File: config.mk
export PLATFORM = sky130hd
export DESIGN_NAME = led_cmd_ctrl
export DESIGN_NICKNAME = d
export VERILOG_FILES = /design/src/logic/led_cmd_ctrl.v
export VERILOG_INCLUDE_DIRS = /design/src /design/src/logic
export SDC_FILE = /design/constraint.sdc
export NUM_CORES = 1
export LEC_CHECK = 0
export ABC_AREA = 1
export BUFFER_PORTS_ARGS = -buffer_cell sky130_fd_sc_hd__clkbuf_2
export CAP_MARGIN = 20
export CORE_ASPECT_RATIO = 1.5
export CORE_MARGIN = 2
export CORE_UTILIZATION = 51
export DETAILED_ROUTE_END_ITERATION = 10
export GPL_TIMING_DRIVEN = 0
export PLACE_DENSITY = 0.68
export REMOVE_ABC_BUFFERS = 1
export SETUP_SLACK_MARGIN = 0.15
export SLEW_MARGIN = 5
export SYNTH_ARGS = -nofsm -noshare
export SYNTH_HDL_FRONTEND = slang
export SYNTH_SLANG_ARGS = --single-unit
File: constraint.sdc
create_clock -name clk_sys -period 4.4 [get_ports clk_sys]
set_input_delay 0.22 -clock clk_sys [delete_from_list [all_inputs] [get_ports clk_sys]]
set_output_delay 0.22 -clock clk_sys [all_outputs]
set_load 0.01 [all_outputs]
File: src/logic/led_cmd_consts.vh
// constants for the eight-channel led driver command front end
`ifndef LED_CMD_CONSTS_VH
`define LED_CMD_CONSTS_VH
`define DEV_ADDR        7'h1b
`define CTL_APPLY       3'h0
`define CTL_WRITE       3'h1
`define CTL_WRITE_APPLY 3'h2
`define CTL_ALL_LEVEL   3'h3
`define CTL_ALL_DUTY    3'h4
`define REG_LEVEL_BASE  5'h00
`define REG_CH8_LEVEL   5'h07
`define REG_DUTY_BASE   5'h08
`define REG_CH1_DUTY    5'h08
`define REG_ON_OFF      5'h10
`define REG_STATUS      5'h11
`define STATUS_LP_BIT   2
`define REG_RESET       8'h00
`define IDLE_TIME_US    5000
`define WAKE_TIME_US    1000
`define CLK_MHZ         100
`define IDLE_CYCLES     (`IDLE_TIME_US * `CLK_MHZ)
`define WAKE_CYCLES     (`WAKE_TIME_US * `CLK_MHZ / 2)
`endif

File: src/logic/led_cmd_ctrl.v
// i2c command interpreter, register file and low-power control
`timescale 1ns/100ps
`include "led_cmd_consts.vh"

// Functional notes
// enter low power about 5 ms after all outputs off and bus idle.
// in low power the serial port works and registers keep contents.
// low_power_flag status bit reads one throughout low power.
// bus transaction wakes device; flag clears once fully running.
// wake-up to normal operation completes in under 1 ms.
// master polls low_power_flag until zero after waking.
// device answers only to 7-bit address 0011011.
// write is address, command byte, data byte, each acknowledged.
// code 011 writes data to all eight level registers.
// code 100 writes data to all eight duty registers.
// code 010 writes register and applies all pending settings.
// code 001 writes register; outputs unchanged until 000 or 010.
// code 000 has no data and applies pending settings.
// read is 001 plus address, repeated start, address with read bit.
// read returns value last written to addressed register.
// address 00111 selects channel eight level register.
// address 01000 selects channel one duty register.
// address 10000 selects channel on/off register.
// on/off bit n drives channel n+1, one means on.
// every register clears to zero at reset.
// idle timer restarts on own bus traffic or any channel on.
module led_cmd_ctrl
#(
  parameter IDLE_CYCLES = `IDLE_CYCLES,
  parameter WAKE_CYCLES = `WAKE_CYCLES
)
(
  // clock and reset
  input  wire        clk_sys,
  input  wire        rst,
  // i2c pins, enables low while driving low
  input  wire        scl_in,
  input  wire        sda_in,
  output wire        sda_out,
  output wire        sda_oe_n,
  // applied channel settings
  output reg  [63:0] level_out_q,
  output reg  [63:0] duty_out_q,
  output reg  [7:0]  chan_on_q,
  // power state
  output wire        low_power
);

  localparam ST_IDLE  = 3'd0;
  localparam ST_ADDR  = 3'd1;
  localparam ST_CMD   = 3'd2;
  localparam ST_DATA  = 3'd3;
  localparam ST_READ  = 3'd4;
  localparam ST_SKIP  = 3'd5;

  localparam PM_RUN   = 2'd0;
  localparam PM_LOW   = 2'd1;
  localparam PM_WAKE  = 2'd2;

  // pin synchronisers
  reg [1:0] scl_s_q;
  reg [1:0] sda_s_q;
  reg       scl_q;
  reg       sda_q;

  always @(posedge clk_sys)
  begin
    if (rst)
    begin
      scl_s_q <= 2'b11;
      sda_s_q <= 2'b11;
      scl_q   <= 1'b1;
      sda_q   <= 1'b1;
    end
    else
    begin
      scl_s_q <= {scl_s_q[0], scl_in};
      sda_s_q <= {sda_s_q[0], sda_in};
      scl_q   <= scl_s_q[1];
      sda_q   <= sda_s_q[1];
    end
  end

  wire scl = scl_s_q[1];
  wire sda = sda_s_q[1];
  wire scl_rise = scl & ~scl_q;
  wire scl_fall = ~scl & scl_q;
  wire start_ev = scl & scl_q & sda_q & ~sda;
  wire stop_ev  = scl & scl_q & ~sda_q & sda;

  // register file: pending copies
  reg [7:0] level_q [0:7];
  reg [7:0] duty_q  [0:7];
  reg [7:0] on_off_q;

  reg [2:0] st_q;
  reg [7:0] shift_q;
  reg [3:0] bit_q;
  reg       ack_phase_q;
  reg       drive_low_q;
  reg [2:0] ctl_q;
  reg [4:0] ptr_q;
  reg       got_cmd_q;
  reg [1:0] pm_q;
  reg [31:0] idle_cnt_q;
  reg [31:0] wake_cnt_q;
  reg       bus_hit_q;

  function [7:0] reg_read;
    input [4:0] a;
    begin
      if (a < `REG_DUTY_BASE)
        reg_read = level_q[a[2:0]];
      else if (a < `REG_ON_OFF)
        reg_read = duty_q[a[2:0]];
      else if (a == `REG_ON_OFF)
        reg_read = on_off_q;
      else if (a == `REG_STATUS)
        reg_read = {5'h00, low_power, 2'b00};
      else
        reg_read = 8'h00;
    end
  endfunction

  assign sda_out  = 1'b0;
  assign sda_oe_n = ~drive_low_q;
  assign low_power = (pm_q != PM_RUN);

  integer i;
  wire [7:0] byte_in = {shift_q[6:0], sda};

  always @(posedge clk_sys)
  begin
    if (rst)
    begin
      for (i = 0; i < 8; i = i + 1)
      begin
        level_q[i] <= `REG_RESET;
        duty_q[i]  <= `REG_RESET;
      end
      on_off_q    <= `REG_RESET;
      level_out_q <= 64'h0;
      duty_out_q  <= 64'h0;
      chan_on_q   <= 8'h00;
      st_q        <= ST_IDLE;
      shift_q     <= 8'h00;
      bit_q       <= 4'h0;
      ack_phase_q <= 1'b0;
      drive_low_q <= 1'b0;
      ctl_q       <= 3'h0;
      ptr_q       <= 5'h00;
      got_cmd_q   <= 1'b0;
      bus_hit_q   <= 1'b0;
    end
    else
    begin
      bus_hit_q <= 1'b0;
      if (start_ev)
      begin
        // repeated start keeps the pointer for read-back
        st_q        <= ST_ADDR;
        bit_q       <= 4'h0;
        ack_phase_q <= 1'b0;
        drive_low_q <= 1'b0;
        got_cmd_q   <= 1'b0;
      end
      else if (stop_ev)
      begin
        // apply-only command has no data byte, act on stop
        if (got_cmd_q && ctl_q == `CTL_APPLY)
        begin
          for (i = 0; i < 8; i = i + 1)
          begin
            level_out_q[i*8 +: 8] <= level_q[i];
            duty_out_q[i*8 +: 8]  <= duty_q[i];
          end
          chan_on_q <= on_off_q;
        end
        st_q        <= ST_IDLE;
        drive_low_q <= 1'b0;
        got_cmd_q   <= 1'b0;
      end
      else if (st_q == ST_SKIP)
      begin
        // let go of the ack at the next scl fall, or stop is never seen
        if (scl_fall && ack_phase_q)
        begin
          ack_phase_q <= 1'b0;
          drive_low_q <= 1'b0;
        end
      end
      else if (st_q != ST_IDLE && st_q != ST_SKIP)
      begin
        if (scl_rise && !ack_phase_q)
        begin
          shift_q <= byte_in;
          bit_q   <= bit_q + 4'h1;
        end
        else if (scl_rise && ack_phase_q && st_q == ST_READ)
        begin
          if (sda)
            st_q <= ST_SKIP; // master nack ends the read
        end
        else if (scl_fall)
        begin
          if (ack_phase_q)
          begin
            ack_phase_q <= 1'b0;
            drive_low_q <= 1'b0;
            bit_q       <= 4'h0;
            if (st_q == ST_READ)
              drive_low_q <= ~shift_q[7];
          end
          else if (st_q == ST_READ && bit_q != 4'h8)
          begin
            drive_low_q <= ~shift_q[7];
          end
          else if (bit_q == 4'h8)
          begin
            ack_phase_q <= 1'b1;
            drive_low_q <= 1'b0;
            case (st_q)
              ST_ADDR:
              begin
                if (shift_q[7:1] == `DEV_ADDR)
                begin
                  drive_low_q <= 1'b1;
                  bus_hit_q   <= 1'b1;
                  if (shift_q[0])
                  begin
                    st_q    <= ST_READ;
                    shift_q <= reg_read(ptr_q);
                  end
                  else
                    st_q <= ST_CMD;
                end
                else
                  st_q <= ST_SKIP;
              end
              ST_CMD:
              begin
                drive_low_q <= 1'b1;
                ctl_q       <= shift_q[7:5];
                ptr_q       <= shift_q[4:0];
                got_cmd_q   <= 1'b1;
                st_q        <= ST_DATA;
              end
              ST_DATA:
              begin
                drive_low_q <= 1'b1;
                got_cmd_q   <= 1'b0;
                st_q        <= ST_SKIP;
                case (ctl_q)
                  `CTL_ALL_LEVEL:
                    for (i = 0; i < 8; i = i + 1)
                      level_q[i] <= shift_q;
                  `CTL_ALL_DUTY:
                    for (i = 0; i < 8; i = i + 1)
                      duty_q[i] <= shift_q;
                  `CTL_WRITE, `CTL_WRITE_APPLY:
                  begin
                    if (ptr_q < `REG_DUTY_BASE)
                      level_q[ptr_q[2:0]] <= shift_q;
                    else if (ptr_q < `REG_ON_OFF)
                      duty_q[ptr_q[2:0]] <= shift_q;
                    else if (ptr_q == `REG_ON_OFF)
                      on_off_q <= shift_q;
                  end
                  default:
                    drive_low_q <= 1'b1;
                endcase
              end
              ST_READ:
                drive_low_q <= 1'b0;
              default:
                st_q <= ST_SKIP;
            endcase
          end
        end
      end
      // apply at the scl rise of the data ack slot, after the data byte lands, so new data is seen
      if (ack_phase_q && scl_rise && st_q == ST_SKIP &&
          ctl_q == `CTL_WRITE_APPLY && !got_cmd_q && drive_low_q)
      begin
        for (i = 0; i < 8; i = i + 1)
        begin
          level_out_q[i*8 +: 8] <= level_q[i];
          duty_out_q[i*8 +: 8]  <= duty_q[i];
        end
        chan_on_q <= on_off_q;
      end
    end
  end

  // low-power manager; registers are untouched by it
  wire any_on = |chan_on_q;

  always @(posedge clk_sys)
  begin
    if (rst)
    begin
      pm_q       <= PM_RUN;
      idle_cnt_q <= 32'h0;
      wake_cnt_q <= 32'h0;
    end
    else
    begin
      case (pm_q)
        PM_RUN:
        begin
          if (any_on || bus_hit_q)
            idle_cnt_q <= 32'h0;
          else if (idle_cnt_q == IDLE_CYCLES - 1)
          begin
            pm_q       <= PM_LOW;
            idle_cnt_q <= 32'h0;
          end
          else
            idle_cnt_q <= idle_cnt_q + 32'h1;
        end
        PM_LOW:
        begin
          // serial logic keeps running here so the wake can be seen
          if (start_ev)
          begin
            pm_q       <= PM_WAKE;
            wake_cnt_q <= 32'h0;
          end
        end
        PM_WAKE:
        begin
          if (wake_cnt_q == WAKE_CYCLES - 1)
            pm_q <= PM_RUN;
          else
            wake_cnt_q <= wake_cnt_q + 32'h1;
        end
        default:
          pm_q <= PM_RUN;
      endcase
    end
  end

endmodule

Word level (Yosys, flattened, before mapping). Memories as Yosys holds them, arrays and structs flattened. A register that Yosys moved wholly into a read port is not among the register bits. Index checks and enable logic that the tools add are counted.

Order comparisons: 2. Reduce and logical (&&, ||, !) cells: 57. Bitwise gates (word level): 42. Equality and inequality tests: 41. Muxes and demuxes: 161. $add $sub $neg: 3.

Operators with widths (count): two-way mux 64 bit (8); two-way mux 8 bit (34); two-way mux 32 bit (4); two-way mux 1 bit (87); adder 32 x 1 -> 32 bit, second input constant (2); case mux 32 bit (2 select lines) (1); two-way mux 3 bit (15); == test 32 x 16 -> 1 bit, second input constant (1); == test 32 x 19 -> 1 bit, second input constant (1); nonzero test 2 bit (15); AND reduction 9 bit (3); OR reduction 8 bit (3); inequality test 2 bit, second input constant (11); AND reduction 11 bit (2); NOT 1 bit (19); AND reduction 6 bit (3); two-way mux 4 bit (4); OR 1 bit (16); AND reduction 15 bit (1); == test 3 x 2 -> 1 bit, second input constant (4); inequality test 4 bit, second input constant (3); AND reduction 12 bit (1); nonzero test 4 bit (3); OR reduction 12 bit (1); 28 further kinds (64).

Register bits after elaboration: 243. Memories kept: 2. Word-level logic and storage cells: 330. Memory bits (writable): 128. Input bits: 4. Output and inout port bits: 139.

Memories: duty_q (words 8, width 8, read ports 9, clocked after Yosys merged registers in 1, wr ports 8, RTL line led_cmd_ctrl.v:93) `reg [7:0] duty_q [0:7];`; level_q (words 8, width 8, read ports 9, clocked after Yosys merged registers in 1, wr ports 8, RTL line led_cmd_ctrl.v:92) `reg [7:0] level_q [0:7];`.

Logic depth before layout (Yosys ltp).
Depth in word-level cells: 19. Mapped depth: 12. Mapped depth without buffers: 11.

Worst setup path before layout. Ideal clock, no wire load.

Kind: flip-flop to flip-flop. Start: register bit_q[0]. End: memory level_q[6][0] (enable). Path buffers: 0. Stages on the path, launching flop included: 11. Clock period less this slack: 2.373 ns. Setup time: 0.384 ns. Arrival: 1.989 ns. Data required time: 4.016 ns. Path slack: 2.027 ns. Cell sequence: dfxtp_1 > inv_1 > ha_1 > nand2_1 > nor2_4 > nand3_2 > inv_1 > nand2_1 > nor2_2 > nand3_1 > o21ai_0.

RTL lines: start: declaration (RTL line led_cmd_ctrl.v:98) `reg [3:0] bit_q;`; start signal: assignment (RTL line led_cmd_ctrl.v:197) `bit_q <= bit_q + 4'h1;`; end: declaration (RTL line led_cmd_ctrl.v:92).

==> summary.md <==
| Metric | Value |
|---|---|
| Largest net degree at the start of global routing | between 150 and 200 |
| FF-to-FF path depth | 9 |
| Design area | 0.0205 mm2 |
| CTS Buf Count | 37 |
| Initial antenna violation count | 0 |
| Fin. Hold Viols | 0 |
| Async SR Flop Fraction | 0% |
| Crit path DAT | roughly 3800 ps |
| Share of cells above drive strength 1 | roughly a tenth |
| Crit path kind | flop to flop |
| Yosys warns | 0 |
| Worst hold path type | flop to flop |
| Gr usage total | roughly a quarter |
| Pwr per Cell Area | approximately 340 mW/mm2 |
| Synth area leaders | dfxtp_1 27%, edfxtp_1 21%, nand2_1 11% |
| # clock sinks | approximately 370 |
| Fmax | approximately 300 MHz |
| Rows | 85 |
| Final setup vio count | 0 |
| Number of H-tree levels | 2 |
| Placed Area | just under 0.02 mm2 |
| DRT antenna net count | 0 |
| Final Non-Filler Cells | ~3000 |
| Port Buffers | approximately 140 |
| DR pass1 iterations | 5 |
| GP Congestion | 0.930 |
| Die Span Y | approximately 240 um |
| Most frequent cell after synthesis | nand2_1 |
| Startpoint Class | flop |
| Routed WL | between 40000 and 50000 um |
| Reg2Reg Setup Slack | ~1100 ps |
| Worst VDD drop | roughly 0.34 mV |
| Synth Cell Area | ~0.018 mm2 |
| Leakage power | approximately 0.0080 uW |
| Library cells used by synthesis | 44 |
| Number of max-cap violations | 0 |
| Routed vias | about 16000 |
| Post-synth EDFFs | approximately 130 |
| Slew Viols, Final | 0 |
| Syn-to-layout area delta | 11.8% |
| Final setup TNS | 0 ps |
| Vias/cell | between 5 and 6 |
| Top_reg_cell synth | dfxtp_1 |
| Starting Density | about half |
| Fin worst setup slack | 1050 ps |
| Worst EP required | 4830 ps |
| RSZ-0062 raised after global routing | false |
| CTS Buffer Depth | 3 |
| Hold_buf cts | 2 |
| Placeable core area | roughly 0.036 mm2 |
| DP HPWL | approximately 34000 um |
| Worst slew margin | between 30% and 40% |
| Die area | ~0.037 mm2 |
| Most instantiated cells after synthesis | 533 x nand2_1, 364 x a21oi_1, 328 x nor2_1, 246 x dfxtp_1, 228 x nand3_1 |
| Synthesized flop and latch total | roughly 370 |
| Iteration-0 DRC Markers | roughly 1200 |
| Yosys top cell by area | dfxtp_1 |
| Die width | about 160 um |
| Vias in the first global route | 15100 |
| Placed cells | 2912 |
| Final period utilization | about three quarters |
| Post-cts sizing count | 0 |
| Root buf cell | clkbuf_16 |
| Number of diodes | 0 |
| Clock transition at path regs | about 60 ps |
| # Post-CTS Setup Buffers | 0 |
| Fin Clk Skew | 11.4 ps |
| Drt drc | 0 |
| Least-Margin Pin Slew | approximately 1000 ps |
| Place WS | -21.4 ps |
| CTS tree | built |
| Area share of the leading cell type in the synthesized netlist | about 27% |
| Outcome | completed |
| Mean Syn Cell Area | approximately 7.5 um2 |
| Wirelength per Cell | approximately 17 um |
| Crit. End Element | flop |
| IO Pins | 143 |
| Crit path max fanout | 38 |
| Worst setup path endpoint | shift_q[0]$_SDFFE_PP0P_ |
| Reg-to-reg endpoint | shift_q[0]$_SDFFE_PP0P_ |
| Clock Latency Late Sink | roughly 530 ps |
| Mapped Cells | 2427 |
| First-pass GRT wire length | between 70000 and 80000 um |
| Period minus WS final | ~3300 ps |
| Total global routing overflow | 0 |
| Final nets | around 2500 |
| Register area share after synthesis | 47.9% |
[worst min-delay path by stage]
| stage | startpoint | end | slack (ps) | cells after the start |
|---|---|---|---|---|
| global route | scl_s_q[0]$_SDFF_PP1_ | scl_s_q[1]$_SDFF_PP1_ | 410 | 1 |
| CTS | sda_in | sda_s_q[0]$_SDFF_PP1_ | 390 | 3 |
| floorplan | rst | idle_cnt_q[10]$_SDFFE_PP0P_ | 290 | 1 |
| detailed placement | scl_s_q[0]$_SDFF_PP1_ | scl_s_q[1]$_SDFF_PP1_ | 390 | 1 |
| finish | scl_s_q[0]$_SDFF_PP1_ | scl_s_q[1]$_SDFF_PP1_ | 410 | 1 |
| global placement | sda_s_q[0]$_SDFF_PP1_ | sda_s_q[1]$_SDFF_PP1_ | 400 | 1 |
[per-layer routing]
metal	GRT usage (%)	up-vias	routed length [um]
li1	-	8174	-
met1	30.9	7582	19700
met2	46.0	464	25400
met3	3.64	122	2390
met4	12.6	0	2420
met5	0	-	0
[where the power goes]
group / total (uW) / switching (uW) / internal, uW
clock: 3080 / 1320 / 1760
combinational: 184 / 130 / 54.2
sequential: 3640 / 27.2 / 3610
total: 6900 / 1480 / 5430
[logic make-up (layout without fill, tap and decap cells)]
kind of cell | Yosys count | after routing | share of synthesized area [%]
AO/OA/AOI/OAI | 457 | 457 | 12.8
XOR/XNOR | 10 | 10 | 0.479
adder cells (fa/ha/maj) | 4 | 4 | 0.274
buffers and inverters | 310 | 383 | 7.00
flip-flops | 374 | 374 | 47.9
other | 1 | 1 | 0.0205
AND/OR/NAND/NOR | 1271 | 1271 | 31.5
[per-stage QoR]
step	util [%]	hold slack [ps]	total power, uW
final	57.4	406	6900
after CTS	57.3	389	6950
after global routing	57.4	414	7110
after detailed placement	54.1	394	3900
after floorplan	-	289	3830
after global placement	53.1	398	3900
[placed cells by master (no fill, tap or decap), types with 3 or more instances in the layout]
cell type / instances
clkinv_2: 7
o21bai_1: 3
nor3_1: 22
nand4_1: 20
clkinv_1: 7
or2_2: 13
buf_8: 4
o21ai_0: 77
inv_1: 150
ha_1: 4
clkbuf_1: 11
o21ai_1: 4
clkbuf_2: 140
edfxtp_1: 128
a21o_1: 3
nand2_1: 532
nor2_1: 326
nand3b_1: 97
bufinv_16: 3
clkbuf_16: 37
nand4_2: 6
nand2_2: 3
a21oi_1: 364
nor2_2: 8
xor2_1: 9
nand4_4: 6
buf_16: 9
inv_2: 3
dfxtp_1: 244
nand3_1: 228
[layout make-up]
type / instances / area (um2)
clock buffers: 50 / 995
clock inverters: 12 / 135
fillers: 3407 / 15200
inverters: 162 / 626
multi-input cells: 1743 / 8260
flip-flops and latches: 374 / 8770
well taps: 478 / 598
repair buffers: 159 / 1070
[worst max-delay path, cell delays in order (launching register included)]
cell      delay (ps)
dfxtp_2          860
clkinv_1        1060
a21oi_1          410
o21ai_0          320
nand3_1          190
nand2_1           60
nor2_1           100
nor2_1            60
nor2_1            90
nor2_1            50
[flip-flops by register name, indices dropped and copies added, names as in the netlist, 32 cells and up, named ones only]
register and count:
idle_cnt_q 32, duty_out_q 64, duty_q 64, level_q 64
wake_cnt_q 32, level_out_q 64
Power figures use the tool's default switching activity.
